===== src/inc/dcrms_pkg.sv =====
// Package: subaddresses, field layouts, bus address and mode states of the deflection control bank
package dcrms_pkg;

  // ---------------------------------------------------------------
  // Bus addressing
  // ---------------------------------------------------------------
  localparam logic [7:0] DEVICE_BUS_ADDRESS = 8'h8C;

  // ---------------------------------------------------------------
  // Subaddresses
  // ---------------------------------------------------------------
  localparam logic [7:0] SA_HSIZE   = 8'h00;
  localparam logic [7:0] SA_SWITCH1 = 8'h01;
  localparam logic [7:0] SA_VERTICAL_POSITION    = 8'h02;
  localparam logic [7:0] SA_VLBMOI  = 8'h03;
  localparam logic [7:0] SA_PIN     = 8'h04;
  localparam logic [7:0] SA_HMOI    = 8'h05;
  localparam logic [7:0] SA_HPOSN   = 8'h06;
  localparam logic [7:0] SA_VLINPB  = 8'h07;
  localparam logic [7:0] SA_VSZ     = 8'h08;
  localparam logic [7:0] SA_CORNER  = 8'h09;
  localparam logic [7:0] SA_FOCUS   = 8'h0A;
  localparam logic [7:0] SA_SWITCH2 = 8'h0B;
  localparam logic [7:0] SA_TRAPPAR = 8'h0C;
  localparam logic [7:0] SA_POWER   = 8'h0D;

  // ---------------------------------------------------------------
  // Switch and power bit positions
  // ---------------------------------------------------------------
  localparam int SW1_LINCOR_CENTRE = 4;
  localparam int SW1_MOIRE_DIS     = 5;
  localparam int SW2_LINBAL_CENTRE = 5;
  localparam int SW2_POSTRAP_CENTRE = 6;
  localparam int PWR_STANDBY       = 0;
  localparam int PWR_SOFTSTART     = 1;

  // ---------------------------------------------------------------
  // Start values and centre codes
  // ---------------------------------------------------------------
  localparam logic       STANDBY_START   = 1'b1;
  localparam logic       SOFTSTART_START = 1'b0;
  localparam logic [3:0] CENTRE4         = 4'h8;
  localparam logic [4:0] CENTRE5         = 5'h10;
  localparam logic [6:0] CENTRE7         = 7'h40;

  // ---------------------------------------------------------------
  // Soft ramp
  // ---------------------------------------------------------------
  localparam int          RAMP_STEP_NS = 1000;
  localparam int          CLK_NS       = 10;
  localparam int          RAMP_CYC     = RAMP_STEP_NS / CLK_NS;
  localparam logic [7:0]  DUTY_MAX     = 8'hFF;
  localparam logic [7:0]  DUTY_MIN     = 8'h00;

  // ---------------------------------------------------------------
  // Operating modes
  // ---------------------------------------------------------------
  typedef enum logic [5:0] {
    DCRMS_POR     = 6'b000001,
    DCRMS_STANDBY = 6'b000010,
    DCRMS_IDLE    = 6'b000100,
    DCRMS_SOFTUP  = 6'b001000,
    DCRMS_RUN     = 6'b010000,
    DCRMS_SOFTDN  = 6'b100000
  } dcrms_mode_t;

  // Adjustment fields as applied to the analogue section
  typedef struct packed {
    logic [7:0] horizontal_size;
    logic [6:0] vertical_position_field;
    logic [3:0] vertical_linearity_balance_field;
    logic [2:0] vertical_moire_field;
    logic [5:0] pincushion_field;
    logic [4:0] horizontal_moire_field;
    logic [7:0] horizontal_position_field;
    logic [3:0] vertical_linearity_field;
    logic [3:0] pin_balance_field;
    logic [6:0] vertical_size_field;
    logic [4:0] corner_correction_field;
    logic [2:0] focus_parabola_field;
    logic [3:0] trapezium_field;
    logic [3:0] parallelogram_field;
  } dcrms_adj_t;

  // Driver stage controls
  typedef struct packed {
    logic [7:0] horizontal_drive_output_duty;
    logic [7:0] supply_drive_output_duty;
    logic       horizontal_drive_output_en;
    logic       supply_drive_output_en;
    logic       vout_en;
    logic       loops_en;
    logic       internal_supply_en;
  } dcrms_drv_t;

endpackage


===== src/rtl/dcrms_core.sv =====
// Deflection controller register bank with two-wire slave and mode sequencer
// What this block does
// - Protection may clear or force power bits
// - No acknowledge while power-on clear active
// - After clear: standby, start values, unlock high
// - Standby off: supply on, only vertical runs
// - Ignore soft-start set below upper threshold
// - Each write address, subaddress, then data bytes, no increment
// - Soft start ramps drives, enables both loops
// - Running: unlock low when sync loop locked
// - Running writes act immediately
// - Soft-start clear, supply dip, protection or power-on clear leave operation
// - Soft-down: supply drive first, then horizontal
// - Protection floats drives, blanks, keeps registers
// - Protection exits: standby, restart, or low supply
// - Standby floats drivers, loses other registers
// - Upper dip: soft-down then automatic soft start
// - Lower dip: drivers off at once, standby
// - Vertical moire D2..D0 at 03, moire gated
// - Horizontal moire D4..D0 at 05, moire gated
// - Linearity balance D6..D3 at 03, centrable
// - Corner field D4..D0 at 09, centrable
// - Horizontal position all bits of 06
// - Address 8C only; data repeats same subaddress
`timescale 1ns/1ps
module dcrms_core (
  input  wire logic              i_clk,
  input  wire logic              i_arst_n,
  input  wire logic              i_scl,
  input  wire logic              i_sda,
  output logic                   o_sda_oe,
  input  wire logic              i_por_active,
  input  wire logic              i_supply_below_upper,
  input  wire logic              i_supply_below_lower,
  input  wire logic              i_protect_fault,
  input  wire logic              i_sync_loop_locked,
  output dcrms_pkg::dcrms_adj_t  o_adj,
  output dcrms_pkg::dcrms_drv_t  o_drv,
  output logic                   o_unlock_out,
  output logic                   o_unlock_oe,
  output logic                   o_clamp_blank_continuous,
  output logic                   o_protect_mode
);

  // ---------------------------------------------------------------
  // Input synchronisers
  // ---------------------------------------------------------------
  logic [6:0] sync1_ff;
  logic [6:0] sync2_ff;
  always_ff @(posedge i_clk or negedge i_arst_n) begin
    if (!i_arst_n) begin
      sync1_ff <= 7'h7F;
      sync2_ff <= 7'h7F;
    end else begin
      sync1_ff <= {i_scl, i_sda, i_por_active, i_supply_below_upper,
                   i_supply_below_lower, i_protect_fault, i_sync_loop_locked};
      sync2_ff <= sync1_ff;
    end
  end
  logic scl_s, sda_s, por_s, below_up_s, below_lo_s, fault_s, locked_s;
  assign {scl_s, sda_s, por_s, below_up_s, below_lo_s, fault_s, locked_s} = sync2_ff;

  logic scl_d_ff;
  logic sda_d_ff;
  always_ff @(posedge i_clk or negedge i_arst_n) begin
    if (!i_arst_n) begin
      scl_d_ff <= 1'b1;
      sda_d_ff <= 1'b1;
    end else begin
      scl_d_ff <= scl_s;
      sda_d_ff <= sda_s;
    end
  end
  logic scl_rise, scl_fall, bus_start, bus_stop;
  assign scl_rise  = scl_s & ~scl_d_ff;
  assign scl_fall  = ~scl_s & scl_d_ff;
  assign bus_start = scl_s & scl_d_ff & sda_d_ff & ~sda_s;
  assign bus_stop  = scl_s & scl_d_ff & ~sda_d_ff & sda_s;

  // ---------------------------------------------------------------
  // Two-wire slave: address, subaddress, data bytes
  // ---------------------------------------------------------------
  logic       active_ff;
  logic [1:0] phase_ff;   // 0 address, 1 subaddress, 2 data
  logic [3:0] bitcnt_ff;
  logic [7:0] shift_ff;
  logic [7:0] subaddr_ff;
  logic       ack_ff;
  logic       wr_pulse_ff;
  logic [7:0] wr_data_ff;

  // Bits are taken on the synchronised SCL rise, so each bus clock phase must
  // last several system clocks; the bus is meant to run far below i_clk
  always_ff @(posedge i_clk or negedge i_arst_n) begin
    if (!i_arst_n) begin
      active_ff   <= 1'b0;
      phase_ff    <= 2'd0;
      bitcnt_ff   <= 4'h0;
      shift_ff    <= 8'h00;
      subaddr_ff  <= 8'h00;
      ack_ff      <= 1'b0;
      wr_pulse_ff <= 1'b0;
      wr_data_ff  <= 8'h00;
    end else begin
      wr_pulse_ff <= 1'b0;
      if (por_s || bus_stop) begin
        active_ff <= 1'b0;
        ack_ff    <= 1'b0;
      end else if (bus_start) begin
        active_ff <= 1'b1;
        phase_ff  <= 2'd0;
        bitcnt_ff <= 4'h0;
        ack_ff    <= 1'b0;
      end else if (active_ff && scl_rise && bitcnt_ff < 4'h8) begin
        shift_ff  <= {shift_ff[6:0], sda_s};
        bitcnt_ff <= bitcnt_ff + 4'h1;
      end else if (active_ff && scl_fall) begin
        if (bitcnt_ff == 4'h8 && !ack_ff) begin
          unique case (phase_ff)
            2'd0: begin
              if (shift_ff == dcrms_pkg::DEVICE_BUS_ADDRESS) begin
                ack_ff <= 1'b1;
              end else begin
                active_ff <= 1'b0;
              end
            end
            2'd1: begin
              subaddr_ff <= shift_ff;
              ack_ff     <= 1'b1;
            end
            default: begin
              // Repeated data bytes land on the same subaddress
              wr_data_ff  <= shift_ff;
              wr_pulse_ff <= 1'b1;
              ack_ff      <= 1'b1;
            end
          endcase
        end else if (ack_ff) begin
          ack_ff    <= 1'b0;
          bitcnt_ff <= 4'h0;
          if (phase_ff != 2'd2) begin
            phase_ff <= phase_ff + 2'd1;
          end
        end
      end
    end
  end
  // Masked directly as well, so a power-on clear arriving mid-byte frees SDA
  // without waiting for the acknowledge register to drop
  assign o_sda_oe = ack_ff & ~por_s;

  // ---------------------------------------------------------------
  // Mode sequencer
  // ---------------------------------------------------------------
  dcrms_pkg::dcrms_mode_t mode_ff;
  logic       standby_ff;
  logic       soft_start_release_bit_ff;
  logic       protect_ff;
  logic       auto_restart_ff;
  logic [7:0] hduty_ff;
  logic [7:0] bduty_ff;
  logic [$clog2(dcrms_pkg::RAMP_CYC+1)-1:0] tick_cnt_ff;
  logic ramp_tick;
  assign ramp_tick = (tick_cnt_ff == '0);
  // One free-running tick paces both ramps, so a ramp may start up to one step late

  always_ff @(posedge i_clk or negedge i_arst_n) begin
    if (!i_arst_n) begin
      tick_cnt_ff <= '0;
    end else if (ramp_tick) begin
      tick_cnt_ff <= ($bits(tick_cnt_ff))'(dcrms_pkg::RAMP_CYC - 1);
    end else begin
      tick_cnt_ff <= tick_cnt_ff - 1'b1;
    end
  end

  logic pwr_write;
  assign pwr_write = wr_pulse_ff && subaddr_ff == dcrms_pkg::SA_POWER;

  // Priority: power-on clear, lower dip, protection entry, then host writes;
  // a supply collapse must win over any bus write landing in the same cycle
  always_ff @(posedge i_clk or negedge i_arst_n) begin
    if (!i_arst_n) begin
      mode_ff         <= dcrms_pkg::DCRMS_POR;
      standby_ff      <= dcrms_pkg::STANDBY_START;
      soft_start_release_bit_ff       <= dcrms_pkg::SOFTSTART_START;
      protect_ff      <= 1'b0;
      auto_restart_ff <= 1'b0;
      hduty_ff        <= dcrms_pkg::DUTY_MIN;
      bduty_ff        <= dcrms_pkg::DUTY_MIN;
    end else if (por_s) begin
      mode_ff    <= dcrms_pkg::DCRMS_POR;
      standby_ff <= dcrms_pkg::STANDBY_START;
      soft_start_release_bit_ff  <= dcrms_pkg::SOFTSTART_START;
      protect_ff <= 1'b0;
      hduty_ff   <= dcrms_pkg::DUTY_MIN;
      bduty_ff   <= dcrms_pkg::DUTY_MIN;
    end else if (below_lo_s) begin
      // Any mode, drivers cut without ramp
      mode_ff         <= dcrms_pkg::DCRMS_STANDBY;
      standby_ff      <= 1'b1;
      soft_start_release_bit_ff       <= 1'b0;
      protect_ff      <= 1'b0;
      auto_restart_ff <= 1'b0;
      hduty_ff        <= dcrms_pkg::DUTY_MIN;
      bduty_ff        <= dcrms_pkg::DUTY_MIN;
    end else if (fault_s && !protect_ff) begin
      protect_ff <= 1'b1;
      soft_start_release_bit_ff  <= 1'b0;
      mode_ff    <= dcrms_pkg::DCRMS_IDLE;
      hduty_ff   <= dcrms_pkg::DUTY_MIN;
      bduty_ff   <= dcrms_pkg::DUTY_MIN;
    end else begin
      if (pwr_write) begin
        standby_ff <= wr_data_ff[dcrms_pkg::PWR_STANDBY];
        if (!(below_up_s && wr_data_ff[dcrms_pkg::PWR_SOFTSTART])) begin
          soft_start_release_bit_ff <= wr_data_ff[dcrms_pkg::PWR_SOFTSTART];
        end
      end
      unique case (mode_ff)
        dcrms_pkg::DCRMS_POR: begin
          mode_ff <= dcrms_pkg::DCRMS_STANDBY;
        end
        dcrms_pkg::DCRMS_STANDBY: begin
          if (!standby_ff) begin
            mode_ff <= dcrms_pkg::DCRMS_IDLE;
          end
        end
        dcrms_pkg::DCRMS_IDLE: begin
          if (protect_ff && !soft_start_release_bit_ff && standby_ff) begin
            protect_ff <= 1'b0;
            mode_ff    <= dcrms_pkg::DCRMS_STANDBY;
          end else if (soft_start_release_bit_ff && !below_up_s) begin
            protect_ff <= 1'b0;
            mode_ff    <= dcrms_pkg::DCRMS_SOFTUP;
          end else if (standby_ff && !protect_ff) begin
            mode_ff <= dcrms_pkg::DCRMS_STANDBY;
          end
        end
        dcrms_pkg::DCRMS_SOFTUP: begin
          if (!soft_start_release_bit_ff || below_up_s) begin
            auto_restart_ff <= below_up_s;
            mode_ff         <= dcrms_pkg::DCRMS_SOFTDN;
          end else if (ramp_tick) begin
            // Ramp both duty cycles up together
            if (hduty_ff != dcrms_pkg::DUTY_MAX) begin
              hduty_ff <= hduty_ff + 8'h01;
            end
            if (bduty_ff != dcrms_pkg::DUTY_MAX) begin
              bduty_ff <= bduty_ff + 8'h01;
            end
            if (hduty_ff == dcrms_pkg::DUTY_MAX && bduty_ff == dcrms_pkg::DUTY_MAX) begin
              mode_ff <= dcrms_pkg::DCRMS_RUN;
            end
          end
        end
        dcrms_pkg::DCRMS_RUN: begin
          if (!soft_start_release_bit_ff || below_up_s) begin
            auto_restart_ff <= below_up_s;
            mode_ff         <= dcrms_pkg::DCRMS_SOFTDN;
          end
        end
        dcrms_pkg::DCRMS_SOFTDN: begin
          if (ramp_tick) begin
            // Supply drive falls fully before horizontal drive
            if (bduty_ff != dcrms_pkg::DUTY_MIN) begin
              bduty_ff <= bduty_ff - 8'h01;
            end else if (hduty_ff != dcrms_pkg::DUTY_MIN) begin
              hduty_ff <= hduty_ff - 8'h01;
            end else if (auto_restart_ff) begin
              if (!below_up_s) begin
                auto_restart_ff <= 1'b0;
                mode_ff         <= dcrms_pkg::DCRMS_SOFTUP;
              end
            end else begin
              mode_ff <= dcrms_pkg::DCRMS_IDLE;
            end
          end
        end
      endcase
    end
  end

  // ---------------------------------------------------------------
  // Adjustment registers
  // ---------------------------------------------------------------
  // Kept across protection; cleared in standby since contents are lost
  // The power byte is mirrored here only; its bits live in the sequencer so
  // that the standby clear cannot wipe them
  logic [7:0] regs_ff [0:15];
  logic       in_standby;
  assign in_standby = (mode_ff == dcrms_pkg::DCRMS_STANDBY) || (mode_ff == dcrms_pkg::DCRMS_POR);

  genvar g;
  generate
    for (g = 0; g < 16; g++) begin : g_reg
      always_ff @(posedge i_clk or negedge i_arst_n) begin
        if (!i_arst_n) begin
          regs_ff[g] <= 8'h00;
        end else if (in_standby) begin
          regs_ff[g] <= 8'h00;
        end else if (wr_pulse_ff && subaddr_ff == 8'(g)) begin
          regs_ff[g] <= wr_data_ff;
        end
      end
    end
  endgenerate

  // ---------------------------------------------------------------
  // Field extraction with switch gating
  // ---------------------------------------------------------------
  logic [7:0] sw1, sw2;
  assign sw1 = regs_ff[dcrms_pkg::SA_SWITCH1[3:0]];
  assign sw2 = regs_ff[dcrms_pkg::SA_SWITCH2[3:0]];

  always_comb begin
    // Don't-care bits are dropped by the slices below
    o_adj.horizontal_size           = regs_ff[dcrms_pkg::SA_HSIZE[3:0]];
    o_adj.vertical_position_field   = sw2[dcrms_pkg::SW2_POSTRAP_CENTRE] ? dcrms_pkg::CENTRE7
                                      : regs_ff[dcrms_pkg::SA_VERTICAL_POSITION[3:0]][7:1];
    o_adj.vertical_linearity_balance_field = sw2[dcrms_pkg::SW2_LINBAL_CENTRE] ? dcrms_pkg::CENTRE4
                                      : regs_ff[dcrms_pkg::SA_VLBMOI[3:0]][6:3];
    o_adj.vertical_moire_field      = sw1[dcrms_pkg::SW1_MOIRE_DIS] ? 3'h0
                                      : regs_ff[dcrms_pkg::SA_VLBMOI[3:0]][2:0];
    o_adj.pincushion_field          = regs_ff[dcrms_pkg::SA_PIN[3:0]][5:0];
    o_adj.horizontal_moire_field    = sw1[dcrms_pkg::SW1_MOIRE_DIS] ? 5'h00
                                      : regs_ff[dcrms_pkg::SA_HMOI[3:0]][4:0];
    o_adj.horizontal_position_field = regs_ff[dcrms_pkg::SA_HPOSN[3:0]];
    o_adj.vertical_linearity_field  = sw1[dcrms_pkg::SW1_LINCOR_CENTRE] ? dcrms_pkg::CENTRE4
                                      : regs_ff[dcrms_pkg::SA_VLINPB[3:0]][7:4];
    o_adj.pin_balance_field         = regs_ff[dcrms_pkg::SA_VLINPB[3:0]][3:0];
    o_adj.vertical_size_field       = regs_ff[dcrms_pkg::SA_VSZ[3:0]][7:1];
    o_adj.corner_correction_field   = sw1[dcrms_pkg::SW1_LINCOR_CENTRE] ? dcrms_pkg::CENTRE5
                                      : regs_ff[dcrms_pkg::SA_CORNER[3:0]][4:0];
    o_adj.focus_parabola_field      = regs_ff[dcrms_pkg::SA_FOCUS[3:0]][7:5];
    o_adj.trapezium_field           = sw2[dcrms_pkg::SW2_POSTRAP_CENTRE] ? dcrms_pkg::CENTRE4
                                      : regs_ff[dcrms_pkg::SA_TRAPPAR[3:0]][7:4];
    o_adj.parallelogram_field       = regs_ff[dcrms_pkg::SA_TRAPPAR[3:0]][3:0];
  end

  // ---------------------------------------------------------------
  // Driver and status outputs
  // ---------------------------------------------------------------
  logic drives_on, running;
  assign drives_on = (mode_ff == dcrms_pkg::DCRMS_SOFTUP) || (mode_ff == dcrms_pkg::DCRMS_RUN)
                   || (mode_ff == dcrms_pkg::DCRMS_SOFTDN);
  assign running   = (mode_ff == dcrms_pkg::DCRMS_RUN);

  // Enables decode from the mode and the protection flag alone, so a lower dip cuts the drivers on the
  // same edge that the mode register leaves the ramp states
  always_comb begin
    o_drv.horizontal_drive_output_duty          = hduty_ff;
    o_drv.supply_drive_output_duty          = bduty_ff;
    o_drv.horizontal_drive_output_en            = drives_on & ~protect_ff;
    o_drv.supply_drive_output_en            = drives_on & ~protect_ff;
    o_drv.vout_en            = ~in_standby & ~protect_ff;
    o_drv.loops_en           = drives_on & ~protect_ff;
    o_drv.internal_supply_en = ~in_standby;
  end

  // Unlock stays driven high through standby so the host reads unlocked rather
  // than a floating pin; only protection lets it float
  assign o_unlock_out             = ~(running & locked_s);
  assign o_unlock_oe              = ~protect_ff & ~in_standby | (mode_ff == dcrms_pkg::DCRMS_POR)
                                    | (mode_ff == dcrms_pkg::DCRMS_STANDBY);
  assign o_clamp_blank_continuous = protect_ff;
  assign o_protect_mode           = protect_ff;

endmodule


===== config.mk =====
export PLATFORM = sky130hd
export DESIGN_NAME = dcrms_core
export DESIGN_NICKNAME = d
export VERILOG_FILES = /design/src/inc/dcrms_pkg.sv /design/src/rtl/dcrms_core.sv
export SDC_FILE = /design/constraint.sdc
export NUM_CORES = 1
export LEC_CHECK = 0
export ABC_AREA = 1
export BUFFER_PORTS_ARGS = -buffer_cell sky130_fd_sc_hd__buf_2
export CAP_MARGIN = 20
export CORE_MARGIN = 10
export CORE_UTILIZATION = 57
export CTS_CLUSTER_SIZE = 12
export DETAILED_ROUTE_END_ITERATION = 10
export PLACE_DENSITY = 0.76
export SYNTH_ARGS = -nofsm -noshare
export SYNTH_HDL_FRONTEND = slang
export SYNTH_SLANG_ARGS = --single-unit

===== constraint.sdc =====
create_clock -name i_clk -period 2.1 [get_ports i_clk]
set_input_delay 0.315 -clock i_clk [delete_from_list [all_inputs] [get_ports i_clk]]
set_output_delay 0.315 -clock i_clk [all_outputs]
set_load 0.005 [all_outputs]

==> flow_summary_export.csv, run 1 <==
group,metric,value,unit
run_status,status,"completed",
timing,fin_setup_tns,0,ns
grt,grt_max_degree,49,
timing,worstMarginPinSlew,0.626,ns
layout,drive_gt1_share,25.2,%
placed_design,dp_cells,1187,
synthesis,syn_nets,965,
clocking,clock_latency,0.43,ns
synthesis,yosys_warnings,0,
placed_design,gp_congestion,0.920,
pwr,leakagePower,4.82,nW
grt,overflow,0,
floorplanning,rows,42,
timing,slew_viol_final,0,
clocking,clk_pin_slew_worst_paths,0.06,ns
setup_path,cp.arrival,1.74,ns
placed_design,dp_hpwl,13200,um
setup_path,cp.required,1.78,ns
grt,grt_pass1_vias,6049,
timing,setup_slack,0.0449,ns
clocking,cts_tree,"yes",
clocking,cts_buffers,17,
grt,antenna_found_initial,0,
clocking,cts.root.buffer_cell,"clkbuf_16",
grt,grt_pass1_wl,29900,um
min_path,whs_path_depth,0,
setup_path,path_max_fanout,7,
synthesis,synth.avg_cell_area,8.36,um^2
timing,hold_viol_final,0,
placed_design,buffer_ports.inserted,106,
layout,stdcell_count,1245,
layout,n_antenna_cell,0,
layout,areaGrowthSynthToFinish,19.7,%
timing,period_share,97.9,%
synthesis,syn-cell-area,7900,um^2
timing,max_slew_margin,58.2,%
clocking,clockBufferDepth,2,
timing,fin_skew,0.00886,ns
detailed_routing,route.vias.total,6456,
synthesis,synth_xor_area_share,0.887,%
setup_path,path_class,"register to output pin",
synthesis,synth_fa_ha_area_share,1.90,%
timing,final-setup-viol-count,0,
synthesis,muxShareOfSynthArea,0.127,%
floorplanning,start_util,58.9,%
timing,hold_ws,0.355,ns
layout,stdcell_area,9460,um^2
pwr,ir_worst_vdd,0.000603,V
detailed_routing,routedWlPerCell,15.1,um
clocking,cts_sinks,158,
floorplanning,fp.dieArea,19000,um^2
timing,fmax,487,MHz
synthesis,yosysSeqAreaShare,50.4,%
timing,period_minus_slack,2.06,ns
detailed_routing,drt_iter0_drc,550,
synthesis,yosys.area_share.simple,24.1,%
setup_path,endpoint_kind,"output pin",
floorplanning,coreArea,13400,um^2
synthesis,synth_top_family_by_area,"simple AND/OR/NAND/NOR gates",
synthesis,synthCells,944,
job,max_cap_viol_count,0,
clocking,htreeDepth,4,
timing,rsz0062_at_grt,"true",
placed_design,post-place-ws,0.107,ns
synthesis,synth-compound-area-share,11.4,%
detailed_routing,drc,0,
detailed_routing,drtPass1Iterations,5,
pwr,power.density,738,nW/um^2
synthesis,synth_cell_types,50,
detailed_routing,viasPerCell,5.19,
detailed_routing,routed_wl,18800,um
floorplanning,die_w,138,um
detailed_routing,ant_nets,0,
grt,grt_use_total,19.7,%
synthesis,synth_seq_cells,158,
layout,layout_common_cells,"nand2_1 (227), dfrtp_1 (136), o21ai_0 (114)",
layout,layout.nets,1077,
floorplanning,dieHeight,138,um
placed_design,dpl_cell_area,8440,um^2
layout,final_common_cell,"nand2_1",
floorplanning,io_pins,107,
setup_path,critPathLaunchType,"register",
min_path,hold_path.class,"register to register",
setup_path,r2r.worst_path.cells,14,
-- cells by family (layout without fill, tap and decap cells) --
kind of cell | Yosys count | count (layout)
buf+inv | 181 | 306
mux | 1 | 1
xor+xnor | 8 | 8
flops | 158 | 158
fa+ha+maj | 12 | 12
compound gates | 160 | 160
simple gates | 424 | 424
-- routing by layer --
layer  wire length, um  track usage (%)  vias up  part of all wire [%]
li1                  -                -     3211                     -
met1              8530             27.1     3080                    45
met2              8910             30.3      139                    47
met3              1050             4.33       26                   5.6
met4               303             6.60        0                   1.6
met5                 0                0        -                     0
-- Yosys cell counts (all sizes together) --
cell / n / share of area (%)
a31oi: 4 / 0.67
nand4: 19 / 1.6
and2: 2 / 0.16
o22ai: 2 / 0.16
nor4: 1 / 0.079
or2: 8 / 0.63
xnor2: 2 / 0.22
nor3: 9 / 0.70
dfrtp: 140 / 44
ha: 12 / 1.9
clkbuf: 9 / 0.43
o21ai: 133 / 8.4
o41ai: 1 / 0.11
a22o: 1 / 0.11
nand3: 48 / 3.4
nor2: 93 / 5.4
a21oi: 13 / 1.1
nand2: 243 / 12
inv: 116 / 5.5
o311ai: 1 / 0.11
dfstp: 18 / 6.0
mux2i: 1 / 0.13
o211a: 1 / 0.13
xor2: 6 / 0.67
nand3b: 1 / 0.095
o21bai: 3 / 0.43
a41oi: 1 / 0.21
buf: 56 / 5.2
-- final cells by class --
type                    count  area [um^2]
clock buffers              21          440
clock inverters            11          179
fillers                  1060         3950
inverters                 116          450
multi-input cells         605         3170
flip-flops and latches    158         3980
well taps                 176          220
repair buffers            158         1020
-- critical path, cell delays in order, from the launching register on --
cell and delay (ns):
dfrtp_2 0.45, nor2_4 0.20, buf_6 0.14, nand4_4 0.10, nand2_4 0.16, clkinv_8 0.09
nand2_4 0.08, buf_6 0.09
-- through the flow --
step	power [W]	util [%]
after floorplan	0.00352	-
after global placement	0.00372	63.0
after detailed placement	0.00373	63.0
after CTS	0.00699	68.7
after global routing	0.00721	70.6
final	0.00697	70.6
-- final timing paths --
check                            start              to  slack [ns]
max                         mode_ff[3]     o_unlock_oe        0.04
min                        sync1_ff[5]     sync2_ff[5]        0.36
max reg2reg                 mode_ff[1]     hduty_ff[4]        0.08
min reg2reg                sync1_ff[5]     sync2_ff[5]        0.36
max in group asynchronous     i_arst_n     sync2_ff[2]        1.02
min in group asynchronous     i_arst_n  tick_cnt_ff[3]        0.40
-- timing repair --
item	in CTS	in global routing
endpoints found under the setup margin	5	21
gates resized for setup	5	32
hold endpoints to repair	37	0
hold buffers	8	0
buffers inserted	5	13
pin swaps	5	10
-- registers in the layout, indices dropped and copies added, names as in the netlist, 2 cells and up --
register     count
bduty_ff         8
bitcnt_ff        4
hduty_ff         8
mode_ff          6
o_adj           40
phase_ff         2
regs_ff         32
shift_ff         8
subaddr_ff       8
sw1              2
sw2              2
sync1_ff         7
sync2_ff         7
tick_cnt_ff      7
wr_data_ff       8
-- where the power goes --
group          internal, W  switching (W)  total [W]  leakage (nW)
combinational     0.000188       0.000381   0.000569          2.41
sequential         0.00311      0.0000561    0.00317          2.11
clock              0.00201        0.00123    0.00324         0.293
total              0.00531        0.00167    0.00697          4.82
No activity file was read; power rests on OpenSTA's default activity.
==> run 2: changes to the inputs <==
--- a/config.mk
+++ b/config.mk
@@ -9,10 +9,12 @@
 export BUFFER_PORTS_ARGS = -buffer_cell sky130_fd_sc_hd__buf_2
 export CAP_MARGIN = 20
 export CORE_MARGIN = 10
-export CORE_UTILIZATION = 57
+export CORE_UTILIZATION = 55
 export CTS_CLUSTER_SIZE = 12
 export DETAILED_ROUTE_END_ITERATION = 10
-export PLACE_DENSITY = 0.76
+export GPL_ROUTABILITY_DRIVEN = 0
+export MAX_ROUTING_LAYER = met4
+export PLACE_DENSITY = 0.74
 export SYNTH_ARGS = -nofsm -noshare
 export SYNTH_HDL_FRONTEND = slang
 export SYNTH_SLANG_ARGS = --single-unit
==> run 2 against run 1 <==
Maximum frequency is 0.82% lower. Utilization down 3.9 points. Worst hold slack got worse by 0.0015 ns. Die area grew 3.1%. Critical path depth stayed put. Sequential share of layout area grew 0.57 points. First-iteration DRC count decreased by 13%. Via count down 0.50%. Sequential power is essentially flat. Design area down 1.3%. Routed wire length decreased by 1.6%. Largest power group unchanged.
==> flow_summary_export.csv, run 2 (synthesis gave the netlist of run 1 again) <==
group,metric,value,unit
floorplanning,start_util,56.4,%
setup_path,cp_slowest_cell,"dfstp_2",
clocking,cts_sinks,158,
layout,n_antenna_cell,0,
layout,largest_reg_flops,40,
floorplanning,fp.dieArea,19500,um^2
pwr,power.density,740,nW/um^2
layout,final_common_cell,"nand2_1",
detailed_routing,route.vias.total,6424,
timing,final-setup-viol-count,0,
floorplanning,dieHeight,140,um
detailed_routing,drc,0,
detailed_routing,drt_iter0_drc,476,
min_path,hold_path.class,"register to register",
grt,use_met2,29.9,%
grt,busiest_layer,"met2",
layout,areaGrowthSynthToFinish,18.1,%
timing,slew_viol_final,0,
layout,drive_gt1_share,24.9,%
setup_path,cp.required,1.78,ns
timing,rsz0062_at_grt,"true",
setup_path,max_stage_delay,0.56,ns
floorplanning,io_pins,107,
placed_design,buffer_ports.inserted,106,
grt,grt_pass1_wl,30900,um
timing,setup_slack,0.0279,ns
timing,fin_skew,0.00660,ns
detailed_routing,routedWlPerCell,14.9,um
floorplanning,rows,43,
layout,layout_common_cells,"nand2_1 (226), dfrtp_1 (136), o21ai_0 (113)",
setup_path,path_cells,"inv_1 -> nor2_1 -> nand3_2 -> nand2_4 -> inv_4 -> nand2_1 -> buf_2",
timing,hold_viol_final,0,
timing,period_share,98.7,%
grt,met3_usage,4.97,%
detailed_routing,routed_wl,18500,um
setup_path,cp.arrival,1.76,ns
placed_design,post-place-ws,0.0985,ns
pwr,leakagePower,4.79,nW
timing,fmax,483,MHz
timing,fin_setup_tns,0,ns
grt,gr-usage-met1,25.4,%
job,max_cap_viol_count,0,
setup_path,endpoint_kind,"output pin",
clocking,clock_latency,0.43,ns
clocking,htreeDepth,4,
layout,register_area,3980,um^2
timing,worstMarginPinSlew,0.743,ns
grt,grt_max_degree,51,
layout,fill_cells,1155,
setup_path,critPathLaunchType,"register",
floorplanning,die_w,140,um
detailed_routing,drtPass1Iterations,5,
pwr,ir_worst_vdd,0.000702,V
grt,grt_use_total,19.5,%
timing,max_slew_margin,50.3,%
clocking,cts_tree,"yes",
setup_path,path_max_fanout,14,
detailed_routing,ant_nets,0,
placed_design,dp_hpwl,13000,um
grt,grt_pass1_vias,6159,
clocking,clk_pin_slew_worst_paths,0.06,ns
layout,final_util,66.7,%
layout,multi_input_area,3130,um^2
floorplanning,coreArea,14000,um^2
timing,period_minus_slack,2.07,ns
layout,layout.nets,1070,
grt,overflow,0,
clocking,cts.root.buffer_cell,"clkbuf_16",
setup_path,path_class,"register to output pin",
detailed_routing,viasPerCell,5.17,
clocking,cts_buffers,17,
clocking,clockBufferDepth,2,
grt,antenna_found_initial,0,
run_status,status,"completed",
## run 2: metal layers
metal / wire length (um) / up-vias / part of all wire (%)
met5: 0 / - / 0
met4: 225 / 0 / 1.2
met3: 1100 / 21 / 6.0
met2: 8800 / 170 / 48
met1: 8360 / 3044 / 45
li1: - / 3189 / -
## run 2: stage by stage
stage	total power [W]	std cells	cell area [um^2]	hold WS, ns
2_1_floorplan	0.00352	944	7900	0.0194
3_3_place_gp	0.00371	1184	8380	0.274
3_5_place_dp	0.00372	1184	8380	0.275
4_1_cts	0.00692	1233	9160	0.356
5_1_grt	0.00715	1242	9330	0.358
6_report	0.00690	1242	9330	0.353
## run 2: what timing repair did
action,4_1_cts,5_1_grt
setup buffers,9,9
resized for setup,7,25
hold buffers,8,0
setup endpoints to repair,5,21
pin swaps,6,8
endpoints found under the hold margin,35,0
## run 2: where the power goes
group	leakage [nW]	internal, W	switching, W
logic	2.38	0.000179	0.000367
clock network	0.293	0.00194	0.00125
registers	2.11	0.00311	0.0000569
## run 2: worst max-delay path: cells and delay by family (launching register included)
kind          cells  cell delay [ns]
flops             1             0.56
simple gates      4             0.50
buf+inv           3             0.27
## run 2: final cells by class
cell class / count / area share, %
timing repair buffer: 151 / 10.1
multi-input combinational: 605 / 33.5
sequential: 158 / 42.7
clock inverter: 12 / 1.69
inverter: 116 / 4.72
tap: 180 / 2.41
clock buffer: 20 / 4.90
## run 2: worst paths after layout
kind | endpoint | slack, ns | cells after the start | from
max | o_unlock_oe | 0.03 | 7 | mode_ff[0]
min | sync2_ff[4] | 0.35 | 0 | sync1_ff[4]
max reg2reg | bduty_ff[5] | 0.11 | 14 | mode_ff[1]
min reg2reg | sync2_ff[4] | 0.35 | 0 | sync1_ff[4]
max in group asynchronous | sync2_ff[1] | 1.00 | 3 | i_arst_n
min in group asynchronous | mode_ff[3] | 0.39 | 2 | i_arst_n
==> run 3: changes to the inputs <==
--- a/config.mk
+++ b/config.mk
@@ -8,7 +8,7 @@
 export ABC_AREA = 1
 export BUFFER_PORTS_ARGS = -buffer_cell sky130_fd_sc_hd__buf_2
 export CAP_MARGIN = 20
-export CORE_MARGIN = 10
+export CORE_MARGIN = 8
 export CORE_UTILIZATION = 55
 export CTS_CLUSTER_SIZE = 12
 export DETAILED_ROUTE_END_ITERATION = 10
==> run 3 against run 2 <==
Worst setup slack better by 0.038 ns. Global-route usage grew 1.1 points. Sequential share of layout area up 0.092 points. Critical path depth decreased by 1. Cell count decreased by 0.32%. Critical path type unchanged. First-iteration DRC count shrank 22%. Sequential power about the same. Combinational power about the same.
==> flow_summary_export.csv, run 3 (synthesis gave the netlist of run 1 again) <==
group,metric,value,unit
floorplanning,rows,43,
layout,largest_reg_flops,40,
layout,fill_cells,1149,
min_path,hold_path.class,"register to register",
job,max_cap_viol_count,0,
layout,areaGrowthSynthToFinish,17.9,%
setup_path,max_stage_delay,0.43,ns
grt,overflow,0,
pwr,total_power,0.00674,W
pwr,ir_worst_vdd,0.000519,V
clocking,clock_latency,0.42,ns
layout,register_area,3980,um^2
detailed_routing,ant_nets,0,
timing,setup_slack,0.0655,ns
pwr,p_int,0.00506,W
floorplanning,io_pins,107,
floorplanning,fp.dieArea,18400,um^2
layout,layout_common_cells,"nand2_1 (229), dfrtp_1 (136), o21ai_0 (114)",
floorplanning,coreArea,13900,um^2
pwr,clkPwrFrac,45.0,%
placed_design,buffer_ports.inserted,106,
timing,fmax,492,MHz
detailed_routing,routed_wl,18400,um
timing,worstMarginPinSlew,0.645,ns
timing,fin_skew,0.00901,ns
clocking,cts_sinks,158,
layout,layout.nets,1066,
timing,period_minus_slack,2.03,ns
clocking,clk_pin_slew_worst_paths,0.06,ns
timing,max_slew_margin,57.0,%
placed_design,post-place-ws,0.118,ns
floorplanning,die_w,136,um
setup_path,path_cells,"nor2_4 -> nand4_1 -> nand3_2 -> nand2_2 -> inv_2 -> buf_2",
clocking,cts_tree,"yes",
setup_path,cp_slowest_cell,"dfrtp_2",
placed_design,dp_hpwl,12700,um
layout,drive_gt1_share,24.4,%
pwr,power.density,724,nW/um^2
detailed_routing,drt_iter0_drc,372,
detailed_routing,drc,0,
detailed_routing,drtPass1Iterations,5,
layout,final_common_cell,"nand2_1",
floorplanning,start_util,56.7,%
run_status,status,"completed",
detailed_routing,routedWlPerCell,14.8,um
grt,antenna_found_initial,0,
setup_path,endpoint_kind,"output pin",
setup_path,path_max_fanout,4,
floorplanning,dieHeight,136,um
setup_path,critPathLaunchType,"register",
clocking,htreeDepth,4,
clocking,cts.root.buffer_cell,"clkbuf_16",
setup_path,cp.required,1.78,ns
detailed_routing,viasPerCell,5.19,
grt,grt_max_degree,52,
grt,grt_use_total,20.6,%
layout,n_antenna_cell,0,
timing,slew_viol_final,0,
pwr,leakagePower,4.75,nW
timing,period_share,96.9,%
grt,grt_pass1_wl,29700,um
grt,grt_pass1_vias,5966,
timing,final-setup-viol-count,0,
pwr,combPwrFrac,8.1,%
pwr,power_switching,0.00169,W
layout,multi_input_area,3160,um^2
clocking,clockBufferDepth,2,
pwr,switching_share,25.0,%
detailed_routing,route.vias.total,6423,
clocking,cts_buffers,17,
setup_path,cp.arrival,1.72,ns
timing,hold_viol_final,0,
setup_path,path_class,"register to output pin",
pwr,p_seq_share,46.9,%
==> run 3: final timing paths <==
kind / start / end / slack, ns / depth (start not counted)
worst max-delay path: mode_ff[1] / o_drv[4] / 0.07 / 6
worst min-delay path: sync1_ff[0] / sync2_ff[0] / 0.35 / 0
worst max register to register: mode_ff[0] / o_adj[31] / 0.13 / 7
worst min register to register: sync1_ff[0] / sync2_ff[0] / 0.35 / 0
max in group asynchronous: i_arst_n / standby_ff / 1.06 / 3
min in group asynchronous: i_arst_n / tick_cnt_ff[4] / 0.39 / 2
==> run 3: worst max-delay path: cells and delay by family, from the launching register on <==
kind | cells | cell delay (ns)
buf+inv | 2 | 0.16
flops | 1 | 0.43
simple gates | 4 | 0.70
==> run 3: per-stage QoR <==
stage / area, um^2 / utilization (%) / setup TNS [ns] / hold WS, ns / std cells
after floorplan: 7900 / - / 0 / 0.0194 / 944
after global placement: 8400 / 60.3 / 0 / 0.275 / 1186
after detailed placement: 8400 / 60.3 / 0 / 0.275 / 1186
after CTS: 9100 / 65.3 / 0 / 0.355 / 1230
after global routing: 9310 / 66.8 / -0.00812 / 0.359 / 1238
final: 9310 / 66.8 / 0 / 0.352 / 1238
==> run 3: final cells by class <==
type / instances / share of cell area (%)
Clock buffer: 22 / 5.20
Clock inverter: 10 / 1.10
Inverter: 116 / 4.73
Multi-Input combinational cell: 605 / 33.9
Sequential cell: 158 / 42.8
Tap cell: 180 / 2.42
Timing Repair Buffer: 147 / 9.85
==> run 3: power groups by stage <==
stage | clock, W | sequential, W | combinational (W)
2_1_floorplan | 0 | 0.00321 | 0.000305
3_3_place_gp | 0 | 0.00322 | 0.000496
3_5_place_dp | 0 | 0.00322 | 0.000504
4_1_cts | 0.00308 | 0.00317 | 0.000532
5_1_grt | 0.00321 | 0.00317 | 0.000617
6_report | 0.00303 | 0.00316 | 0.000547
==> run 3: routing by layer <==
metal  up-vias  track usage (%)  share of wire [%]
met5         -                -                  0
li1       3194                -                  -
met1      3029             27.1                 46
met2       168             30.9                 47
met4         0             7.53                1.9
met3        32             4.10                5.4
==> run 3: timing repair <==
item | 4_1_cts | 5_1_grt
resized for setup | 2 | 27
hold buffers | 8 | 0
endpoints found under the hold margin | 33 | 0
pin swaps | 5 | 10
cloned | 0 | 0
buffers inserted | 4 | 8
endpoints found under the setup margin | 6 | 25
